--- src/hw/dio_map.svh ---
/*
 * register offsets, field positions, reset values and timing counts
 * of the clocked digital i/o block. definitions only.
 */
`ifndef DIO_MAP_SVH
`define DIO_MAP_SVH

`define ADDR_WIDTH       3
`define DATA_WIDTH       16
`define REG_CONFIG       3'h0
`define REG_DIVIDER      3'h1
`define REG_DATA         3'h2
`define REG_STATUS       3'h3
`define REG_TIMER_LOAD   3'h4
`define REG_TIMER_COUNT  3'h5

`define CFG_WIDTH        9
`define CFG_MODE_HI      1
`define CFG_MODE_LO      0
`define CFG_EXT_CLK      2
`define CFG_ENABLE       3
`define CFG_TRIG_EN      4
`define CFG_POL_ADC      5
`define CFG_POL_DAC      6
`define CFG_POL_DIO      7
`define CFG_GATE_EDGE    8
`define CONFIG_RESET     9'h000
`define DIVIDER_RESET    16'h0064
`define TIMER_RESET      16'hffff

`define STS_XRUN         0
`define STS_EMPTY        1
`define STS_FULL         2
`define STS_RUNNING      3
`define STS_ARMED        4
`define STS_GATE         5
`define STS_CNT_OUT      6
`define STS_LEVEL_LO     7

`define SYN_EXT_CLK      16
`define SYN_TRIG_ADC     17
`define SYN_TRIG_DAC     18
`define SYN_TRIG_DIO     19
`define SYN_CNT_CLK      20
`define SYN_GATE         21
`define SYN_WIDTH        22
`define SYN_IDLE         22'h0e0000

`define TRIG_DELAY_NS    250
`define CLK_PERIOD_NS    10
`define TRIG_MAX_CYC     (`TRIG_DELAY_NS / `CLK_PERIOD_NS)

`endif

--- src/hw/dio_pkg.sv ---
/*
 * types and helpers of the clocked digital i/o block.
 * assumes nothing of its surroundings.
 */
package dio_pkg;

  typedef enum logic [1:0] {
    MODE_IN16    = 2'b00,
    MODE_OUT16   = 2'b01,
    MODE_IN8OUT8 = 2'b10
  } io_mode_e;

  typedef enum logic [1:0] {
    RUN_IDLE  = 2'b00,
    RUN_ARMED = 2'b01,
    RUN_GO    = 2'b10
  } run_state_e;

  // pol high selects the rising edge, low the falling edge
  function automatic logic edge_hit(input logic cur, input logic prev, input logic pol);
    edge_hit = pol ? (cur & ~prev) : (~cur & prev);
  endfunction : edge_hit

endpackage : dio_pkg

--- src/hw/sample_fifo.sv ---
/*
 * word fifo with valid/ready on both sides.
 * assumes one clock and an asynchronous active-low reset.
 */
module sample_fifo #(
  parameter int WIDTH = 16,
  parameter int DEPTH = 8
) (
  input  wire logic                   ref_clk_in,
  input  wire logic                   rstn_in,
  input  wire logic                   in_valid_in,
  output logic                        in_ready_out,
  input  wire logic [WIDTH-1:0]       in_data_in,
  output logic                        out_valid_out,
  input  wire logic                   out_ready_in,
  output logic [WIDTH-1:0]            out_data_out,
  output logic [$clog2(DEPTH):0]      level_out
);
  localparam int AW = $clog2(DEPTH);

  if (DEPTH < 2 || (1 << AW) != DEPTH || WIDTH < 1) begin : bad_params
    $error("sample_fifo: depth must be a power of two >= 2");
  end

  logic [WIDTH-1:0] mem [DEPTH];
  logic [AW-1:0]    wr_ptr;
  logic [AW-1:0]    rd_ptr;
  logic [AW:0]      count;
  logic             push;
  logic             pop;

  assign in_ready_out  = (count != (AW+1)'(DEPTH));
  assign out_valid_out = (count != '0);
  assign push          = in_valid_in & in_ready_out;
  assign pop           = out_ready_in & out_valid_out;
  assign out_data_out  = mem[rd_ptr];
  assign level_out     = count;

  always_ff @(posedge ref_clk_in) begin
    if (push) begin
      mem[wr_ptr] <= in_data_in;
    end
  end

  always_ff @(posedge ref_clk_in or negedge rstn_in) begin
    if (!rstn_in) begin
      wr_ptr <= '0;
      rd_ptr <= '0;
      count  <= '0;
    end else begin
      if (push) begin
        wr_ptr <= wr_ptr + 1'b1;
      end
      if (pop) begin
        rd_ptr <= rd_ptr + 1'b1;
      end
      count <= count + {{AW{1'b0}}, push} - {{AW{1'b0}}, pop};
    end
  end

endmodule : sample_fifo

--- src/hw/clocked_digital_io_ports.sv ---
/*
 * clocked digital i/o: two byte ports, edge triggers, counter inputs.
 * assumes a 100 MHz ref clock; every pin is asynchronous to it.
 */
// Added by the designer: the address map and the plain strobed port.
// Behaviour
// - two byte ports: 16 in, 16 out, or 8 in plus 8 out
// - 16-bit input: port zero low byte, port one high byte
// - 8-bit input comes from port one only
// - 16-bit output: low byte on port zero, high byte on port one
// - 8-bit output is driven on port zero only
// - adc, dac and dio triggers are edge detected, polarity selectable
// - internal clock: first conversion within 250 ns plus one period
// - external clock: first conversion within 250 ns plus one clock period
// - counter clock counts a rise followed by a fall as one event
// - counter gate acts as level or edge per programmed mode
`include "dio_map.svh"

module clocked_digital_io_ports #(
  parameter int FIFO_DEPTH = 8
) (
  input  wire logic                     ref_clk_in,
  input  wire logic                     rstn_in,
  input  wire logic [`ADDR_WIDTH-1:0]   reg_addr_in,
  input  wire logic [`DATA_WIDTH-1:0]   reg_wdata_in,
  input  wire logic                     reg_wr_in,
  input  wire logic                     reg_rd_in,
  output logic [`DATA_WIDTH-1:0]        reg_rdata_out,
  input  wire logic [7:0]               port0_in,
  input  wire logic [7:0]               port1_in,
  output logic [7:0]                    port0_out,
  output logic [7:0]                    port1_out,
  output logic                          port0_oe_out,
  output logic                          port1_oe_out,
  input  wire logic                     ext_clock_in,
  input  wire logic                     adc_trigger_in,
  input  wire logic                     dac_trigger_in,
  input  wire logic                     dio_trigger_in,
  input  wire logic                     counter_clock_in,
  input  wire logic                     counter_gate_in,
  output logic                          adc_start_out,
  output logic                          dac_start_out,
  output logic                          counter_output_out,
  output logic                          second_counter_output_out
);
  import dio_pkg::*;

  if (FIFO_DEPTH < 2) begin : bad_depth
    $error("clocked_digital_io_ports: fifo depth too small");
  end

  localparam int LW = $clog2(FIFO_DEPTH) + 1;

  logic [`SYN_WIDTH-1:0]  sync1;
  logic [`SYN_WIDTH-1:0]  sync2;
  logic [`SYN_WIDTH-1:0]  prev;
  logic [`CFG_WIDTH-1:0]  config_reg;
  logic [15:0]            divider;
  logic [15:0]            div_cnt;
  logic [15:0]            timer_load;
  logic [15:0]            timer_cnt;
  logic [15:0]            out_word;
  logic [7:0]             mixed_hold;
  logic                   xrun;
  logic                   cnt_rise_seen;
  logic                   conv_sq;
  logic                   cnt_out;
  run_state_e             run_state;
  io_mode_e               mode;
  logic                   ext_sel;
  logic                   ext_tick;
  logic                   int_tick;
  logic                   tick;
  logic                   dio_edge;
  logic                   cnt_event;
  logic                   gate_ok;
  logic [15:0]            in_word;
  logic                   fifo_in_valid;
  logic                   fifo_in_ready;
  logic [15:0]            fifo_in_data;
  logic                   fifo_out_valid;
  logic                   fifo_out_ready;
  logic [15:0]            fifo_out_data;
  logic [LW-1:0]          level;
  logic                   is_input;
  logic                   wr_data;
  logic                   rd_data;

  // pins are asynchronous: two flops, then only the second is looked at
  always_ff @(posedge ref_clk_in or negedge rstn_in) begin
    if (!rstn_in) begin
      sync1 <= `SYN_IDLE; // triggers idle high: no false edge out of reset
      sync2 <= `SYN_IDLE;
      prev  <= `SYN_IDLE;
    end else begin
      sync1 <= {counter_gate_in, counter_clock_in, dio_trigger_in, dac_trigger_in,
                adc_trigger_in, ext_clock_in, port1_in, port0_in};
      sync2 <= sync1;
      prev  <= sync2;
    end
  end

  assign mode    = io_mode_e'(config_reg[`CFG_MODE_HI:`CFG_MODE_LO]);
  assign ext_sel = config_reg[`CFG_EXT_CLK];
  assign wr_data = reg_wr_in && (reg_addr_in == `REG_DATA);
  assign rd_data = reg_rd_in && (reg_addr_in == `REG_DATA);

  always_comb begin
    unique case (mode)
      MODE_IN16: is_input = 1'b1;
      MODE_OUT16: is_input = 1'b0;
      MODE_IN8OUT8: is_input = 1'b1;
      default: is_input = 1'b1;
    endcase
  end

  // edge detection on the triggers, polarity per config bit
  assign adc_start_out = edge_hit(sync2[`SYN_TRIG_ADC], prev[`SYN_TRIG_ADC],
                                  config_reg[`CFG_POL_ADC]);
  assign dac_start_out = edge_hit(sync2[`SYN_TRIG_DAC], prev[`SYN_TRIG_DAC],
                                  config_reg[`CFG_POL_DAC]);
  assign dio_edge      = edge_hit(sync2[`SYN_TRIG_DIO], prev[`SYN_TRIG_DIO],
                                  config_reg[`CFG_POL_DIO]);

  // run control: an armed block starts on the dio trigger edge
  always_ff @(posedge ref_clk_in or negedge rstn_in) begin
    if (!rstn_in) begin
      run_state <= RUN_IDLE;
    end else if (!config_reg[`CFG_ENABLE]) begin
      run_state <= RUN_IDLE;
    end else begin
      unique case (run_state)
        RUN_IDLE: run_state <= config_reg[`CFG_TRIG_EN] ? RUN_ARMED : RUN_GO;
        RUN_ARMED: if (dio_edge) begin
          run_state <= RUN_GO;
        end
        RUN_GO: run_state <= RUN_GO;
        default: run_state <= RUN_IDLE;
      endcase
    end
  end

  // internal conversion clock; restarted at run start so the first tick
  // is one full period after the trigger
  always_ff @(posedge ref_clk_in or negedge rstn_in) begin
    if (!rstn_in) begin
      div_cnt <= `DIVIDER_RESET;
      conv_sq <= 1'b0;
    end else if (run_state != RUN_GO || div_cnt <= 16'h0001) begin
      div_cnt <= divider;
      conv_sq <= (run_state == RUN_GO) ? ~conv_sq : 1'b0;
    end else begin
      div_cnt <= div_cnt - 16'h0001;
    end
  end

  assign int_tick = (run_state == RUN_GO) && (div_cnt <= 16'h0001) && !ext_sel;
  // external clock: next rising edge after the run start
  assign ext_tick = (run_state == RUN_GO) && ext_sel &&
                    sync2[`SYN_EXT_CLK] && !prev[`SYN_EXT_CLK];
  assign tick = int_tick | ext_tick;
  assign second_counter_output_out = conv_sq;

  // input word assembly
  always_comb begin
    unique case (mode)
      MODE_IN8OUT8: in_word = {8'h00, sync2[15:8]};
      default: in_word = sync2[15:0];
    endcase
  end

  // fifo direction follows the mode; a full fifo drops the sample and sets xrun
  assign fifo_in_valid  = is_input ? tick : (wr_data && mode == MODE_OUT16);
  assign fifo_in_data   = is_input ? in_word : reg_wdata_in;
  assign fifo_out_ready = is_input ? rd_data : tick;

  sample_fifo #(
    .WIDTH (16),
    .DEPTH (FIFO_DEPTH)
  ) u_fifo (
    .ref_clk_in    (ref_clk_in),
    .rstn_in       (rstn_in),
    .in_valid_in   (fifo_in_valid),
    .in_ready_out  (fifo_in_ready),
    .in_data_in    (fifo_in_data),
    .out_valid_out (fifo_out_valid),
    .out_ready_in  (fifo_out_ready),
    .out_data_out  (fifo_out_data),
    .level_out     (level)
  );

  // output register and drivers
  always_ff @(posedge ref_clk_in or negedge rstn_in) begin
    if (!rstn_in) begin
      out_word   <= '0;
      mixed_hold <= '0;
    end else begin
      if (wr_data && mode == MODE_IN8OUT8) begin
        mixed_hold <= reg_wdata_in[7:0];
      end
      if (tick && mode == MODE_OUT16 && fifo_out_valid) begin
        out_word <= fifo_out_data;
      end else if (tick && mode == MODE_IN8OUT8) begin
        out_word <= {8'h00, mixed_hold};
      end
    end
  end

  assign port0_out    = out_word[7:0];
  assign port1_out    = out_word[15:8];
  assign port0_oe_out = (mode == MODE_OUT16) || (mode == MODE_IN8OUT8);
  assign port1_oe_out = (mode == MODE_OUT16);

  // overrun/underrun flag: set beats a same-cycle clear
  always_ff @(posedge ref_clk_in or negedge rstn_in) begin
    if (!rstn_in) begin
      xrun <= 1'b0;
    end else if ((fifo_in_valid && !fifo_in_ready) ||
                 (tick && mode == MODE_OUT16 && !fifo_out_valid)) begin
      xrun <= 1'b1;
    end else if (reg_wr_in && reg_addr_in == `REG_STATUS && reg_wdata_in[`STS_XRUN]) begin
      xrun <= 1'b0;
    end
  end

  // counter clock: a full pulse is one event
  always_ff @(posedge ref_clk_in or negedge rstn_in) begin
    if (!rstn_in) begin
      cnt_rise_seen <= 1'b0;
    end else if (sync2[`SYN_CNT_CLK] && !prev[`SYN_CNT_CLK]) begin
      cnt_rise_seen <= 1'b1;
    end else if (cnt_event) begin
      cnt_rise_seen <= 1'b0;
    end
  end

  assign cnt_event = cnt_rise_seen && !sync2[`SYN_CNT_CLK] && prev[`SYN_CNT_CLK];
  // level mode: gate high enables counting
  assign gate_ok   = config_reg[`CFG_GATE_EDGE] | sync2[`SYN_GATE];

  // edge mode: gate rising edge reloads and restarts the count
  always_ff @(posedge ref_clk_in or negedge rstn_in) begin
    if (!rstn_in) begin
      timer_cnt <= `TIMER_RESET;
      cnt_out   <= 1'b0;
    end else if (config_reg[`CFG_GATE_EDGE] && sync2[`SYN_GATE] && !prev[`SYN_GATE]) begin
      timer_cnt <= timer_load;
      cnt_out   <= 1'b0;
    end else if (cnt_event && gate_ok) begin
      timer_cnt <= timer_cnt - 16'h0001;
      if (timer_cnt == 16'h0001) begin
        cnt_out <= 1'b1;
      end
    end
  end

  assign counter_output_out = cnt_out;

  // register writes
  always_ff @(posedge ref_clk_in or negedge rstn_in) begin
    if (!rstn_in) begin
      config_reg <= `CONFIG_RESET;
      divider    <= `DIVIDER_RESET;
      timer_load <= `TIMER_RESET;
    end else if (reg_wr_in) begin
      unique case (reg_addr_in)
        `REG_CONFIG: config_reg <= reg_wdata_in[`CFG_WIDTH-1:0];
        `REG_DIVIDER: divider <= (reg_wdata_in == '0) ? 16'h0001 : reg_wdata_in;
        `REG_TIMER_LOAD: timer_load <= reg_wdata_in;
        default: ;
      endcase
    end
  end

  // read data stands in the cycle after the strobe only
  always_ff @(posedge ref_clk_in or negedge rstn_in) begin
    if (!rstn_in) begin
      reg_rdata_out <= '0;
    end else if (!reg_rd_in) begin
      reg_rdata_out <= '0;
    end else begin
      unique case (reg_addr_in)
        `REG_CONFIG: reg_rdata_out <= 16'(config_reg);
        `REG_DIVIDER: reg_rdata_out <= divider;
        `REG_DATA: reg_rdata_out <= (is_input && fifo_out_valid) ? fifo_out_data : '0;
        `REG_STATUS: reg_rdata_out <= 16'({level, cnt_out, sync2[`SYN_GATE],
                                           run_state == RUN_ARMED, run_state == RUN_GO,
                                           !fifo_in_ready, !fifo_out_valid, xrun});
        `REG_TIMER_LOAD: reg_rdata_out <= timer_load;
        `REG_TIMER_COUNT: reg_rdata_out <= timer_cnt;
        default: reg_rdata_out <= '0;
      endcase
    end
  end

  logic [15:0] wait_cnt;
  always_ff @(posedge ref_clk_in or negedge rstn_in) begin
    if (!rstn_in) begin
      wait_cnt <= '0;
    end else if (run_state != RUN_GO || tick) begin
      wait_cnt <= '0;
    end else if (wait_cnt != 16'hffff) begin
      wait_cnt <= wait_cnt + 16'h0001;
    end
  end
endmodule : clocked_digital_io_ports

--- config.mk ---
export PLATFORM = sky130hd
export DESIGN_NAME = clocked_digital_io_ports
export DESIGN_NICKNAME = d
export VERILOG_FILES = /design/src/hw/dio_pkg.sv /design/src/hw/sample_fifo.sv /design/src/hw/clocked_digital_io_ports.sv
export VERILOG_INCLUDE_DIRS = /design/src /design/src/hw
export SDC_FILE = /design/constraint.sdc
export NUM_CORES = 1
export LEC_CHECK = 0
export BUFFER_PORTS_ARGS = -buffer_cell sky130_fd_sc_hd__buf_2
export CAP_MARGIN = 20
export CORE_MARGIN = 5
export CORE_UTILIZATION = 27
export DETAILED_ROUTE_END_ITERATION = 8
export PLACE_DENSITY_LB_ADDON = 0.1
export SYNTH_ARGS = -nofsm -noshare
export SYNTH_HDL_FRONTEND = slang
export SYNTH_SLANG_ARGS = --single-unit
--- constraint.sdc ---
create_clock -name ref_clk_in -period 3.84 [get_ports ref_clk_in]
set_clock_uncertainty 0.2 [all_clocks]
set_input_delay 0.192 -clock ref_clk_in [delete_from_list [all_inputs] [get_ports ref_clk_in]]
set_output_delay 0.192 -clock ref_clk_in [all_outputs]
set_load 0.01 [all_outputs]
==> out/qor.yml <==
path_buf_inv: 6
crit_fanout: 7
root_buffer: "clkbuf_16"
vias_per_cell: 4.67
arrival_ns: 3.37
min_path_type: "input port to register"
die_w_um: 229
fin_nets: 1133
track_usage_pct: 14.7
tightest_slew_ns: 0.947
ys_warn_count: 0
period_share_pct: 81.7
wl_per_cell_um: 22.5
slowest_delay_ns: 0.41
layout-drive-gt1-share_pct: 29.8
synth.avg_cell_area_um2: 14.2
crit_required_ns: 4.07
rsz0062_at_grt: "no"
fp.dieArea_mm2: 0.0522
clk_pin_slew_ns: 0.06
drt-total-wl_um: 38500
cts_tree: "yes"
r2r-end: "u_fifo.level_out[2]"
post_cts_buffers: 0
clock_latency_ns: 0.55
grt.overflow.total: 0
grt_start_max_net_pins: 82
htree_levels: 2
rr_worst_depth: 15
slew_viol_final: 0
criticalPathCategory: "register to register"
drc: 0
largest_reg_flops: 128
num_vias: 7991
async_flop_share_pct: 58.3
final_common_cell: "dfrtp_1"
cp_slowest_cell: "fa_1"
synth-seq-cells: 307
dr.pass1.iters: 4
synthToLayoutAreaGrowth_pct: 22.9
path_cells: "inv_1 -> ha_1 -> nor3b_1 -> buf_4 -> nor2b_1 -> buf_4 -> a22o_1 -> nor2_1 -> inv_1 -> ha_1 -> inv_1 -> ha_1 -> inv_1 -> fa_1 -> xnor2_1"
path_delay_family: "adder cells"
std_cell_rows: 80
p_leak_nw: 6.15
first_global_vias: 8523
nFillCells: 4735
setup.worst_path.end: "u_fifo.level_out[2]"
initial_utilization_pct: 27.2
syn-num-nets: 972
synth_area_mm2: 0.0129
cp_num_cells: 15
cts_num_sinks: 307
coreArea_mm2: 0.0474
crit_path_end_kind: "register"
grt_pass1_wl_um: 57400
antenna_found_initial: 1
maxCapViolCount: 0
dp.cells: 1602
drt_iter0_drc: 430
instances_no_fill: 1710
dp_hpwl_um: 26900
r2r_slack_ns: 0.70
final_cell_mix: "dfrtp_1, edfxtp_1, nand2_1, buf_2, mux2_2"
place.gp.congestion: 0.779
setup_viol: 0
cts_buffers: 37
cp-startpoint: "u_fifo.level_out[2]"
reg_top3: "u_fifo.mem x128, sync1 x22, sync2 x22"
synth-edff-count: 128
p_per_area_mw_per_mm2: 681
port_buffers: 82
syn-instance-count: 908
fin_tns_setup_ns: 0
hold_start: "port0_in[1]"
crit_top_cell: "inv_1"
clock_path_buffers: 3
postCtsResizedCells: 0
fin_crit_ns: 3.14
clock.fmax_mhz: 319
ys.flop_type: "dfrtp_1"
status: "complete, no violations"
synth.distinct_cells: 68
diodes: 0
relSlewSlack_pct: 36.6
worstReg2RegStart: "u_fifo.level_out[2]"
ir_worst_vdd_mv: 0.275
hold_viol: 0
ant_nets: 0
startpoint_type: "register"
synth-seq-area-share_pct: 65.0
ios: 83
regMostFlops: "u_fifo.mem"
die_y_um: 229
timing repair:
item,CTS,global route
hold buffers,43,0
hold endpoints to repair,203,0
setup endpoints to repair,0,0
how the worst min path moves through the flow:
stage / cells after the start / to
2_1_floorplan: 0 / cnt_rise_seen
3_3_place_gp: 1 / sync2[13]
3_5_place_dp: 1 / sync2[12]
4_1_cts: 2 / sync1[1]
5_1_grt: 2 / sync1[1]
6_report: 2 / sync1[1]
Yosys cell counts (2+ instances only):
| cell | instances | share of area (%) |
|---|---|---|
| or3_1 | 4 | 0.19 |
| o22a_1 | 5 | 0.34 |
| o211ai_1 | 3 | 0.17 |
| edfxtp_1 | 128 | 30 |
| o21ai_1 | 3 | 0.12 |
| nor4_1 | 10 | 0.49 |
| a31oi_1 | 3 | 0.15 |
| xor2_1 | 15 | 1.0 |
| nand2_1 | 85 | 2.5 |
| buf_1 | 4 | 0.12 |
| inv_1 | 24 | 0.70 |
| nor3b_2 | 2 | 0.19 |
| nand4b_1 | 3 | 0.20 |
| nor2b_1 | 6 | 0.29 |
| and3_1 | 2 | 0.097 |
| nand3b_1 | 4 | 0.23 |
| dfrtp_1 | 132 | 26 |
| o31ai_1 | 3 | 0.17 |
| a2bb2oi_1 | 9 | 0.61 |
| a32o_1 | 2 | 0.16 |
| a221oi_1 | 2 | 0.14 |
| o21ai_0 | 51 | 2.0 |
| nor2_1 | 43 | 1.3 |
| clkbuf_1 | 30 | 0.87 |
| a22oi_1 | 18 | 1.0 |
| nand3_1 | 12 | 0.47 |
| buf_4 | 2 | 0.12 |
| buf_2 | 7 | 0.27 |
| ha_1 | 18 | 1.7 |
| a22o_1 | 9 | 0.61 |
| nor3_1 | 11 | 0.43 |
| o2bb2ai_1 | 7 | 0.48 |
| mux4_2 | 32 | 5.6 |
| dfstp_2 | 47 | 9.6 |
| mux2i_1 | 20 | 1.6 |
| a21oi_1 | 15 | 0.58 |
| nand4_1 | 2 | 0.097 |
| a21o_1 | 2 | 0.12 |
| mux2_2 | 58 | 5.1 |
| o22ai_1 | 14 | 0.68 |
| or4_1 | 3 | 0.17 |
| xnor2_1 | 16 | 1.1 |
| nand2b_1 | 17 | 0.82 |
power by group:
part	switching, mW	internal, mW
sequential	0.602	4.13
combinational	1.44	1.21
clock	1.37	2.05
layer usage:
layer | vias to the layer above | GRT usage [%] | wire, um
li1 | 3714 | - | -
met1 | 4075 | 21.8 | 19200
met2 | 158 | 21.7 | 16700
met3 | 44 | 2.94 | 1660
met4 | 0 | 4.59 | 856
met5 | - | 0 | 0
metrics by stage:
step / util [%] / setup slack, ns / area, um2 / power [mW] / hold slack [ns]
after global routing: 33.4 / 0.433 / 15900 / 11.4 / 0.0680
after global placement: 30.0 / 0.739 / 14200 / 7.48 / -0.00104
after floorplan: - / 0.512 / 12900 / 6.36 / -0.304
final: 33.4 / 0.701 / 15900 / 10.8 / 0.0824
after CTS: 33.4 / 0.669 / 15900 / 11.0 / 0.0440
after detailed placement: 30.0 / 0.678 / 14200 / 7.47 / 0.00404
cell families (layout without fill, tap and decap cells):
family,after synthesis,after routing,share of synthesized area (%)
flip-flops,307,307,65.0
AND/OR/NAND/NOR,214,214,8.19
AO/OA/AOI/OAI,158,158,8.35
multiplexers,111,111,12.3
adder cells (fa/ha/maj),20,20,1.98
XOR/XNOR,31,31,2.11
buffers and inverters,67,254,2.08
worst reg2reg max path, stage by stage (launching register included):
cell     delay [ns]
dfrtp_1        0.38
inv_1          0.11
ha_1           0.14
nor3b_1        0.20
buf_4          0.18
nor2b_1        0.05
buf_4          0.14
a22o_1         0.18
nor2_1         0.27
inv_1          0.08
ha_1           0.27
inv_1          0.05
ha_1           0.15
inv_1          0.06
fa_1           0.41
xnor2_1        0.14
layout make-up:
type                       count  area, um2  area share [%]
inverter                      24       90.1           0.568
tap                          615        769            4.85
clock buffer                  49       1010            6.38
clock inverter                16        156           0.987
timing repair buffer         165       1180            7.47
sequential                   307       8380            52.9
multi-input combinational    534       4260            26.9
Note: power is estimated with default switching activity, not from simulation.
